==> src/sser_pkg.sv <==
// Package of constants for the status and event reporting block
package sser_pkg;
    localparam int STAT_W = 15;
    localparam int ERR_CODE_W = 16;
    localparam int ERR_TEXT_W = 8;
    localparam int ERR_DEPTH = 3;
    // Register selects of the host command port
    localparam logic [2:0] SEL_OPER_COND  = 3'h0;
    localparam logic [2:0] SEL_OPER_EVENT = 3'h1;
    localparam logic [2:0] SEL_OPER_MASK  = 3'h2;
    localparam logic [2:0] SEL_QUES_COND  = 3'h3;
    localparam logic [2:0] SEL_QUES_EVENT = 3'h4;
    localparam logic [2:0] SEL_QUES_MASK  = 3'h5;
    localparam logic [2:0] SEL_ERR_READ   = 3'h6;
    // Implemented bits of each group
    localparam logic [14:0] OPER_IMPL_MASK = 15'h1420;
    localparam logic [14:0] QUES_IMPL_MASK = 15'h4000;
    localparam int OPER_BIT_RESAMPLE = 12;
    localparam int OPER_BIT_COMPILE  = 10;
    localparam int OPER_BIT_WAIT_TRIG = 5;
    localparam int QUES_BIT_CMD_WARN = 14;
    // Preset state of the enable masks
    localparam logic [14:0] MASK_PRESET = 15'h0000;
    // Empty-history entry
    localparam logic [15:0] ERR_NONE_CODE = 16'h0000;
    localparam logic [7:0]  ERR_NONE_TEXT = 8'h00;
    // Idle sampling of the wait-for-trigger flag: 2.5 ms at 250 MHz
    localparam int WAIT_SAMPLE_US = 2500;
    localparam int CLK_MHZ = 250;
    localparam int WAIT_SAMPLE_CYC = WAIT_SAMPLE_US * CLK_MHZ;
endpackage

==> src/sser_top.sv <==
// Status and event reporting block with host command port
`timescale 1ns/1ns
`default_nettype none
// Operation
// RULE1 - Reading operation event returns latched bits then clears them
// RULE2 - Reading questionable event returns latched bits then clears them
// RULE3 - Condition reads return live bits and change nothing
// RULE4 - Summary bit rises when an enabled event bit is set
// RULE5 - Operation bit 12 reports channel two needs resampling
// RULE6 - Operation bit 10 reports sequence compile finished
// RULE7 - Operation bit 5 reports waiting for trigger
// RULE8 - Questionable bit 14 is command warning; other bits unused
// RULE9 - Preset clears both enable masks
// RULE10 - Events latch only on rising condition edges
// RULE11 - Reset loads enable masks with preset values
// RULE12 - Wait-for-trigger sampled between commands and periodically when idle
// RULE13 - Keep three newest errors, read newest first
// RULE14 - Error entry is number then text; code 0 means empty
// RULE15 - Host writes operation mask only within 0 to 32767
// RULE16 - Unused bits read zero and ignore writes
// RULE17 - Event arriving during clearing read survives for next read
module sser_top
    import sser_pkg::*;
#(
    parameter int SAMPLE_CYC = WAIT_SAMPLE_CYC
) (
    input  wire logic                  i_core_clk,
    input  wire logic                  i_nrst,
    input  wire logic                  i_resample_ch2,
    input  wire logic                  i_compile_done,
    input  wire logic                  i_wait_trig,
    input  wire logic                  i_cmd_warn,
    input  wire logic                  i_cmd_busy,
    input  wire logic                  i_cmd_done,
    input  wire logic                  i_rd,
    input  wire logic                  i_wr,
    input  wire logic                  i_preset,
    input  wire logic [2:0]            i_sel,
    input  wire logic [14:0]           i_wdata,
    input  wire logic                  i_err_push,
    input  wire logic [ERR_CODE_W-1:0] i_err_code,
    input  wire logic [ERR_TEXT_W-1:0] i_err_text,
    output logic      [14:0]           o_rdata,
    output logic                       o_rvalid,
    output logic      [ERR_CODE_W-1:0] o_err_code,
    output logic      [ERR_TEXT_W-1:0] o_err_text,
    output logic                       o_oper_summary,
    output logic                       o_ques_summary
);
    // ------------------------------------------------------------
    // Wait-for-trigger sampling
    // ------------------------------------------------------------
    logic [31:0] samp_cnt_reg;
    logic        wait_trig_reg;
    wire         samp_tick = (samp_cnt_reg == 32'(SAMPLE_CYC - 1));
    wire         samp_now  = i_cmd_done | (!i_cmd_busy & samp_tick);

    always_ff @(posedge i_core_clk or negedge i_nrst) begin
        if (!i_nrst) begin
            samp_cnt_reg  <= 32'h0;
            wait_trig_reg <= 1'b0;
        end else begin
            samp_cnt_reg  <= samp_tick ? 32'h0 : samp_cnt_reg + 32'h1;
            if (samp_now)
                wait_trig_reg <= i_wait_trig; // RULE12
        end
    end

    // ------------------------------------------------------------
    // Condition assembly and decode
    // ------------------------------------------------------------
    logic [14:0] oper_cond;
    logic [14:0] ques_cond;
    always_comb begin
        oper_cond = 15'h0000;
        oper_cond[OPER_BIT_RESAMPLE]  = i_resample_ch2; // RULE5
        oper_cond[OPER_BIT_COMPILE]   = i_compile_done; // RULE6
        oper_cond[OPER_BIT_WAIT_TRIG] = wait_trig_reg; // RULE7
        ques_cond = 15'h0000;
        ques_cond[QUES_BIT_CMD_WARN]  = i_cmd_warn; // RULE8
    end

    wire oper_ev_rd = i_rd & (i_sel == SEL_OPER_EVENT);
    wire ques_ev_rd = i_rd & (i_sel == SEL_QUES_EVENT);
    wire oper_mk_wr = i_wr & (i_sel == SEL_OPER_MASK);
    wire ques_mk_wr = i_wr & (i_sel == SEL_QUES_MASK);
    wire err_rd     = i_rd & (i_sel == SEL_ERR_READ);

    logic [14:0] oc, oe, om, qc, qe, qm;
    logic        os, qs;

    sser_group #(.IMPL(OPER_IMPL_MASK)) u_oper (
        .i_core_clk   (i_core_clk),
        .i_nrst       (i_nrst),
        .i_cond       (oper_cond),
        .i_preset     (i_preset),
        .i_mask_wr    (oper_mk_wr),
        .i_mask_wdata (i_wdata),
        .i_event_rd   (oper_ev_rd), // RULE1 RULE17
        .o_cond       (oc),
        .o_event      (oe),
        .o_mask       (om),
        .o_summary    (os)
    );

    sser_group #(.IMPL(QUES_IMPL_MASK)) u_ques (
        .i_core_clk   (i_core_clk),
        .i_nrst       (i_nrst),
        .i_cond       (ques_cond),
        .i_preset     (i_preset),
        .i_mask_wr    (ques_mk_wr),
        .i_mask_wdata (i_wdata),
        .i_event_rd   (ques_ev_rd), // RULE2 RULE17
        .o_cond       (qc),
        .o_event      (qe),
        .o_mask       (qm),
        .o_summary    (qs)
    );

    sser_errq u_errq (
        .i_core_clk (i_core_clk),
        .i_nrst     (i_nrst),
        .i_push     (i_err_push),
        .i_code     (i_err_code),
        .i_text     (i_err_text),
        .i_pop      (err_rd),
        .o_code     (o_err_code),
        .o_text     (o_err_text)
    );

    // ------------------------------------------------------------
    // Read data mux
    // ------------------------------------------------------------
    logic [14:0] rd_mux;
    always_comb begin
        case (i_sel)
            SEL_OPER_COND:  rd_mux = oc; // RULE3
            SEL_OPER_EVENT: rd_mux = oe;
            SEL_OPER_MASK:  rd_mux = om;
            SEL_QUES_COND:  rd_mux = qc; // RULE3
            SEL_QUES_EVENT: rd_mux = qe;
            SEL_QUES_MASK:  rd_mux = qm;
            default:        rd_mux = 15'h0000;
        endcase
    end

    logic [14:0] rdata_reg;
    logic        rvalid_reg;
    logic        os_reg;
    logic        qs_reg;
    always_ff @(posedge i_core_clk or negedge i_nrst) begin
        if (!i_nrst) begin
            rdata_reg  <= 15'h0000;
            rvalid_reg <= 1'b0;
            os_reg     <= 1'b0;
            qs_reg     <= 1'b0;
        end else begin
            if (i_rd)
                rdata_reg <= rd_mux;
            rvalid_reg <= i_rd;
            os_reg     <= os;
            qs_reg     <= qs;
        end
    end

    assign o_rdata        = rdata_reg;
    assign o_rvalid       = rvalid_reg;
    assign o_oper_summary = os_reg;
    assign o_ques_summary = qs_reg;
endmodule
`default_nettype wire

==> src/sser_group.sv <==
// One status group: condition, latched event, mask and summary
`timescale 1ns/1ns
`default_nettype none
module sser_group
    import sser_pkg::*;
#(
    parameter logic [14:0] IMPL = 15'h7fff
) (
    input  wire logic          i_core_clk,
    input  wire logic          i_nrst,
    input  wire logic [14:0]   i_cond,
    input  wire logic          i_preset,
    input  wire logic          i_mask_wr,
    input  wire logic [14:0]   i_mask_wdata,
    input  wire logic          i_event_rd,
    output logic      [14:0]   o_cond,
    output logic      [14:0]   o_event,
    output logic      [14:0]   o_mask,
    output logic               o_summary
);
    logic [14:0] cond_reg;
    logic [14:0] event_reg;
    logic [14:0] mask_reg;
    logic        summary_reg;
    wire  [14:0] cond_live = i_cond & IMPL;
    wire  [14:0] rise      = cond_live & ~cond_reg;
    wire  [14:0] event_next = (i_event_rd ? 15'h0000 : event_reg) | rise;
    wire  [14:0] mask_next = i_preset ? MASK_PRESET :
                             (i_mask_wr ? (i_mask_wdata & IMPL) : mask_reg);
    wire         summary_next = |(event_next & mask_next);

    always_ff @(posedge i_core_clk or negedge i_nrst) begin
        if (!i_nrst) begin
            cond_reg    <= 15'h0000;
            event_reg   <= 15'h0000;
            mask_reg    <= MASK_PRESET; // RULE11
            summary_reg <= 1'b0;
        end else begin
            cond_reg    <= cond_live; // RULE16
            event_reg   <= event_next; // RULE10
            mask_reg    <= mask_next; // RULE9
            summary_reg <= summary_next; // RULE4
        end
    end

    assign o_cond    = cond_reg;
    assign o_event   = event_reg;
    assign o_mask    = mask_reg;
    assign o_summary = summary_reg;
endmodule
`default_nettype wire

==> src/sser_errq.sv <==
// Three-entry error history, newest first, registered read data
`timescale 1ns/1ns
`default_nettype none
module sser_errq
    import sser_pkg::*;
#(
    parameter int DEPTH = ERR_DEPTH
) (
    input  wire logic                  i_core_clk,
    input  wire logic                  i_nrst,
    input  wire logic                  i_push,
    input  wire logic [ERR_CODE_W-1:0] i_code,
    input  wire logic [ERR_TEXT_W-1:0] i_text,
    input  wire logic                  i_pop,
    output logic      [ERR_CODE_W-1:0] o_code,
    output logic      [ERR_TEXT_W-1:0] o_text
);
    logic [ERR_CODE_W-1:0] code_mem [DEPTH];
    logic [ERR_TEXT_W-1:0] text_mem [DEPTH];
    logic [DEPTH-1:0]      valid_reg;
    logic [ERR_CODE_W-1:0] code_reg;
    logic [ERR_TEXT_W-1:0] text_reg;

    // Slot 0 holds the newest error
    genvar g;
    generate
        for (g = 0; g < DEPTH; g++) begin : g_slot
            always_ff @(posedge i_core_clk or negedge i_nrst) begin
                if (!i_nrst) begin
                    code_mem[g]  <= '0;
                    text_mem[g]  <= '0;
                    valid_reg[g] <= 1'b0;
                end else if (i_push) begin
                    code_mem[g]  <= (g == 0) ? i_code : code_mem[(g == 0) ? 0 : g-1];
                    text_mem[g]  <= (g == 0) ? i_text : text_mem[(g == 0) ? 0 : g-1];
                    valid_reg[g] <= (g == 0) ? 1'b1 : valid_reg[(g == 0) ? 0 : g-1];
                end else if (i_pop) begin
                    code_mem[g]  <= (g == DEPTH-1) ? '0 : code_mem[(g == DEPTH-1) ? g : g+1];
                    text_mem[g]  <= (g == DEPTH-1) ? '0 : text_mem[(g == DEPTH-1) ? g : g+1];
                    valid_reg[g] <= (g == DEPTH-1) ? 1'b0
                                    : valid_reg[(g == DEPTH-1) ? g : g+1];
                end
            end
        end
    endgenerate

    always_ff @(posedge i_core_clk or negedge i_nrst) begin
        if (!i_nrst) begin
            code_reg <= ERR_NONE_CODE;
            text_reg <= ERR_NONE_TEXT;
        end else if (i_pop) begin
            code_reg <= valid_reg[0] ? code_mem[0] : ERR_NONE_CODE; // RULE14
            text_reg <= valid_reg[0] ? text_mem[0] : ERR_NONE_TEXT; // RULE13
        end
    end

    assign o_code = code_reg;
    assign o_text = text_reg;
endmodule
`default_nettype wire

==> config.mk <==
export PLATFORM = sky130hd
export DESIGN_NAME = sser_top
export DESIGN_NICKNAME = d
export VERILOG_FILES = /design/src/sser_pkg.sv /design/src/sser_top.sv /design/src/sser_group.sv /design/src/sser_errq.sv
export SDC_FILE = /design/constraint.sdc
export NUM_CORES = 1
export LEC_CHECK = 0
export BUFFER_PORTS_ARGS = -buffer_cell sky130_fd_sc_hd__buf_2
export CAP_MARGIN = 0
export CORE_AREA = 2 2 163 165
export DETAILED_ROUTE_END_ITERATION = 10
export DIE_AREA = 0 0 165 167
export PLACE_DENSITY = 0.62
export SETUP_SLACK_MARGIN = 0.02
export SYNTH_ARGS = -nofsm -noshare
export SYNTH_HDL_FRONTEND = slang
export SYNTH_SLANG_ARGS = --single-unit
==> constraint.sdc <==
create_clock -name i_core_clk -period 2.38 [get_ports i_core_clk]
set_clock_uncertainty 0.05 [all_clocks]
set_input_delay 0.238 -clock i_core_clk [delete_from_list [all_inputs] [get_ports i_core_clk]]
set_output_delay 0.238 -clock i_core_clk [all_outputs]
set_load 0.02 [all_outputs]
==> results.json, run 1 <==
{
  "grt_max_degree": 66,
  "die-area_um2": 27560,
  "yosysMostFrequentCell": "dfrtp_1",
  "cts_hold_buffers": 32,
  "setup_tns_ns": 0,
  "min_period_over_period": 0.8250,
  "hold_viol": 0,
  "synth_top_area_share": 0.5897,
  "clock_path_buffers": 3,
  "cts_setup_buffers": 0,
  "synthCells": 876,
  "grt_pass1_wl_um": 32370,
  "crit_path_end_kind": "flop",
  "synth_seq_cells": 216,
  "fin_cells": 1338,
  "yosys_warnings": 0,
  "synth_top_family_by_area": "simple AND/OR/NAND/NOR gates",
  "synth.area.top_cells": "dfrtp_1 59%, nand2_1 6.9%, mux2i_1 6.2%, o21ai_1 5.2%, and2_1 2.0%",
  "wirelength_um": 19280,
  "clock.fmax_mhz": 509.3,
  "clk_latency_ns": 0.51,
  "slew_headroom": 0.5953,
  "antenna_cells": 0,
  "num-fill-cells": 2395,
  "synth-simple-area-share": 0.1600,
  "synth_mux_area_frac": 0.08190,
  "ir_worst_vdd_mv": 0.4156,
  "first_pass_iters": 4,
  "cpLargestDelayFamily": "simple AND/OR/NAND/NOR gates",
  "holdCritPathClass": "in -> reg",
  "slowest_delay_ns": 0.49,
  "synth_compound_area_frac": 0.1029,
  "start_util": 0.3558,
  "clockRootBuffer": "clkbuf_16",
  "setup_viol": 0,
  "ios": 96,
  "numPortBuffers": 84,
  "ys_types": 43,
  "area_growth_pct": 21.72,
  "clkTransAtPathRegs_ns": 0.06,
  "ys.flop_type": "dfrtp_1",
  "synth_edf_count": 0,
  "leakagePower_nw": 5.557,
  "cts-buffers-inserted": 24,
  "syn_avg_cell_area_um2": 10.46,
  "synth_xor_area_frac": 0.02867,
  "vias": 6450,
  "largest_reg_flops": 48,
  "rsz0062_at_grt": "no",
  "tritoncts": "done",
  "start_kind": "flop",
  "max_cap_viol_count": 0,
  "ys_async_sr_fraction": 1.000,
  "p_per_area_nw_per_um2": 763.3,
  "dp_hpwl_um": 12740,
  "required_ns": 2.72,
  "cts.sink_count": 216,
  "outcome": "finished clean",
  "critical_path.cell_chain": "ha_1, nand2_1, or4_1, nor3_2, a21oi_1, mux2_1",
  "vias_per_cell": 4.821,
  "worst_slew_pin_slew_ns": 0.6070,
  "synth_nets": 931,
  "post-route-util": 0.4331,
  "period_needed_ns": 1.964,
  "antenna_found_initial": 0,
  "cp.buffers_inverters": 0,
  "cts_max_level": 1,
  "synth_seq_area_share": 0.5897,
  "grt_overflow_total": 0,
  "cts_resized": 0,
  "worstSetupPathType": "reg -> reg",
  "synthAdderAreaFrac": 0.001365,
  "slowest_stage": "or4_1",
  "drt-initial-drc-count": 378,
  "slew_viol_final": 0,
  "total_power_mw": 8.516,
  "gp_congestion": 0.7668,
  "core_area_um2": 25760,
  "syn-cell-area_um2": 9166,
  "row_count": 59,
  "grt_use_total": 0.1423,
  "fp.dieW_um": 165,
  "dp_cells": 1264,
  "fin_nets": 1042,
  "synthTopCellsByCount": "216 x dfrtp_1, 169 x nand2_1, 96 x o21ai_1",
  "ant_nets": 0,
  "path_max_fanout": 3,
  "dieHeight_um": 167,
  "worst_ep_arrival_time_ns": 2.30,
  "synth_top_area_cell": "dfrtp_1",
  "remaining_drc_errors": 0,
  "drive_gt1_frac": 0.1505,
  "post_drt_wl_per_cell_um": 14.41,
  "grt_pass1_vias": 6329
}
[per-stage QoR]
step	hold WS, ns	instance area (um^2)	setup WS (ns)
floorplan	-0.1076	9166	0.5774
global placement	0.1669	10070	0.4108
detailed placement	0.1676	10070	0.4067
CTS	0.02735	11160	0.3983
global route	0.04264	11160	0.2995
finish	0.05971	11160	0.4164
[layer usage]
layer / global-route usage / wire length (um)
met3: 0.02316 / 782
met4: 0.03176 / 292
met2: 0.2312 / 8992
met1: 0.2000 / 9212
met5: 0 / 0
[layout make-up]
type	count	area [um^2]	share of cell area
multi-input cells	580	3436	0.3080
inverters	27	101.3	0.009084
flip-flops and latches	216	5405	0.4845
well taps	335	419.2	0.03757
clock buffers	36	706.9	0.06336
clock inverters	6	57.56	0.005159
repair buffers	138	1031	0.09241
[kinds of logic after synthesis]
group	after synthesis
xor gates and xnor gates	30
AOI/OAI and AO/OA	166
adders and majority gates	1
muxes	71
and+or+nand+nor	312
DFF	216
buffers and inverters	80
[placed cells by master (no fill, tap or decap), drive strengths merged, types with 19 or more instances in the layout]
master / n
clkbuf: 36
mux2i: 57
dlygate4sd3: 32
nor2b: 29
nor2: 33
xnor2: 19
inv: 27
dfrtp: 216
and2: 29
o21ai: 102
nand2: 169
buf: 106
[tightest hold or removal path: cells and delay by family]
family	cells	cell delay, ns
and+or+nand+nor	1	0.10
muxes	1	0.12
buffers and inverters	1	0.10
[path summary, 6_finish.rpt]
kind                                  start                  end  slack (ns)  depth (start not counted)
hold reg to reg            u_oper.o_summary       o_oper_summary        0.29                          0
setup reg to reg            samp_cnt_reg[0]        wait_trig_reg        0.42                          6
min in group asynchronous            i_nrst     samp_cnt_reg[19]        0.21                          2
hold / removal                  i_wdata[12]    u_oper.o_mask[12]        0.06                          3
setup / recovery            samp_cnt_reg[0]        wait_trig_reg        0.42                          6
max in group asynchronous            i_nrst  u_errq.text_mem[13]        1.35                          3
[power breakdown]
part	internal, mW	total (mW)	switching (mW)
Sequential	3.93	4.09	0.165
Combinational	0.338	0.853	0.515
Clock	2.15	3.57	1.42
Total	6.41	8.52	2.10
Note: power is estimated with default switching activity, not from simulation.
==> inputs of run 2 (changes only) <==
Clock period 2.38 ns to 1.9 ns, I/O delays scaled along.
==> run 2 against run 1 <==
Effect of this change: register-to-register slack worse by 0.30 ns; maximum frequency rose by 9.9%; via count rose by 1.5%; wire length increased by 2.7%; utilization up 0.80 points; first-iteration DRC count shrank 8.7%; clock power grew 27%; sequential power increased by 25%; critical path depth decreased by 1; highest routed layer unchanged.
==> results.json, run 2 (same netlist as run 1, synthesis figures left out) <==
{
  "r2r.worst_path.cells": 5,
  "first_pass_iters": 5,
  "clk_latency_ns": 0.52,
  "ant_nets": 0,
  "fp.dieW_um": 165,
  "slew_headroom": 0.6531,
  "place_area_um2": 10220,
  "vias_per_cell": 4.822,
  "die-area_um2": 27560,
  "post-route-util": 0.4410,
  "slowest_delay_ns": 0.43,
  "grt_pass1_vias": 6498,
  "leakagePower_nw": 5.682,
  "fin_cells": 1357,
  "antenna_cells": 0,
  "r2r_slack_ns": 0.11,
  "cts.sink_count": 216,
  "grt_pass1_wl_um": 33490,
  "slowest_stage": "dfrtp_1",
  "setup_viol": 0,
  "outcome": "finished clean",
  "gp_congestion": 0.7747,
  "cts-buffers-inserted": 24,
  "endpoint": "wait_trig_reg",
  "holdCritPathClass": "in -> reg",
  "clkTransAtPathRegs_ns": 0.06,
  "worstReg2RegEnd": "wait_trig_reg",
  "worst_ep_arrival_time_ns": 2.14,
  "period_needed_ns": 1.787,
  "min_period_over_period": 0.9406,
  "dp_cells": 1282,
  "start_util": 0.3558,
  "p_per_area_nw_per_um2": 944.6,
  "r2r_start": "samp_cnt_reg[9]",
  "layout_common_cells": "216 x dfrtp_1, 169 x nand2_1, 96 x o21ai_1",
  "antenna_found_initial": 0,
  "max_cap_viol_count": 0,
  "ios": 96,
  "area_growth_pct": 23.96,
  "grt_overflow_total": 0,
  "tritoncts": "done",
  "drive_gt1_frac": 0.1673,
  "core_area_um2": 25760,
  "worst_slew_pin_slew_ns": 0.5203,
  "cts_max_level": 1,
  "remaining_drc_errors": 0,
  "numPortBuffers": 84,
  "clockRootBuffer": "clkbuf_16",
  "required_ns": 2.25,
  "hold_path_depth": 2,
  "critical_path.cell_chain": "nor4b_1, nand4_1, nor3_4, a21oi_2, mux2_1",
  "clock.fmax_mhz": 559.6,
  "largest_reg_flops": 48,
  "dp_hpwl_um": 13010,
  "post_drt_wl_per_cell_um": 14.59,
  "grt_max_degree": 59,
  "row_count": 59,
  "crit_path_end_kind": "flop",
  "hold_viol": 0,
  "design_area_um2": 11360,
  "drt-initial-drc-count": 345,
  "cp.buffers_inverters": 0,
  "clock_path_buffers": 3,
  "cp.depth": 5,
  "fin_nets": 1063,
  "grt_use_total": 0.1479,
  "worstSetupPathType": "reg -> reg",
  "slew_viol_final": 0,
  "ir_worst_vdd_mv": 0.7515,
  "critical_path.startpoint": "samp_cnt_reg[9]",
  "start_kind": "flop",
  "wirelength_um": 19800,
  "setup_tns_ns": 0,
  "holdWs_ns": 0.03389,
  "vias": 6544,
  "path_max_fanout": 5,
  "rsz0062_at_grt": "no",
  "dieHeight_um": 167,
  "final_common_cell": "dfrtp_1",
  "cpLargestDelayFamily": "simple AND/OR/NAND/NOR gates"
}
## run 2: worst min path at each step
| stage | from | to | slack [ns] |
|---|---|---|---|
| after floorplan | i_nrst | o_oper_summary | -0.16 |
| after global placement | i_nrst | samp_cnt_reg[25] | 0.11 |
| after detailed placement | i_nrst | samp_cnt_reg[0] | 0.11 |
| after CTS | i_rd | o_rvalid | 0.001 |
| after global routing | i_rd | o_rvalid | 0.02 |
| final | i_rd | o_rvalid | 0.03 |
## run 2: timing repair
item,in CTS,in global routing
pin swaps,4,1
resized for setup,4,1
endpoints found under the hold margin,155,0
hold buffers,35,0
buffers inserted,0,0
endpoints found under the setup margin,1,9
## run 2: worst reg2reg max path, delay by kind of cell, from the launching register on
| kind | cells | cell delay [ns] |
|---|---|---|
| compound gates | 1 | 0.08 |
| flops | 1 | 0.43 |
| mux | 1 | 0.30 |
| simple gates | 3 | 0.81 |
## run 2: area by class of cell
cell class              count  area [um^2]
inverters                  27        101.3
clock buffers              38        734.5
multi-input cells         580         3458
well taps                 335        419.2
flip-flops and latches    216         5405
repair buffers            159         1209
fillers                  2456        14400
clock inverters             2        35.03
## run 2: per-layer routing
metal / routed length [um] / up-vias / global-route usage
met5: 0 / - / 0
met2: 9111 / 101 / 0.2308
li1: - / 3243 / -
met4: 365 / 0 / 0.04159
met1: 9631 / 3176 / 0.2152
met3: 689 / 24 / 0.02017
## run 2: where the power goes
group / total, mW / switching [mW] / internal, mW
Clock: 4.52 / 1.76 / 2.75
Sequential: 5.12 / 0.204 / 4.92
Combinational: 1.09 / 0.654 / 0.438
Total: 10.7 / 2.62 / 8.11
## run 2: through the flow
step | setup slack [ns] | power [mW]
after floorplan | 0.09743 | 5.785
after global placement | 0.004504 | 6.227
after detailed placement | -0.03461 | 6.255
after CTS | 0.04308 | 10.92
after global routing | 0.03113 | 11.28
final | 0.1129 | 10.73
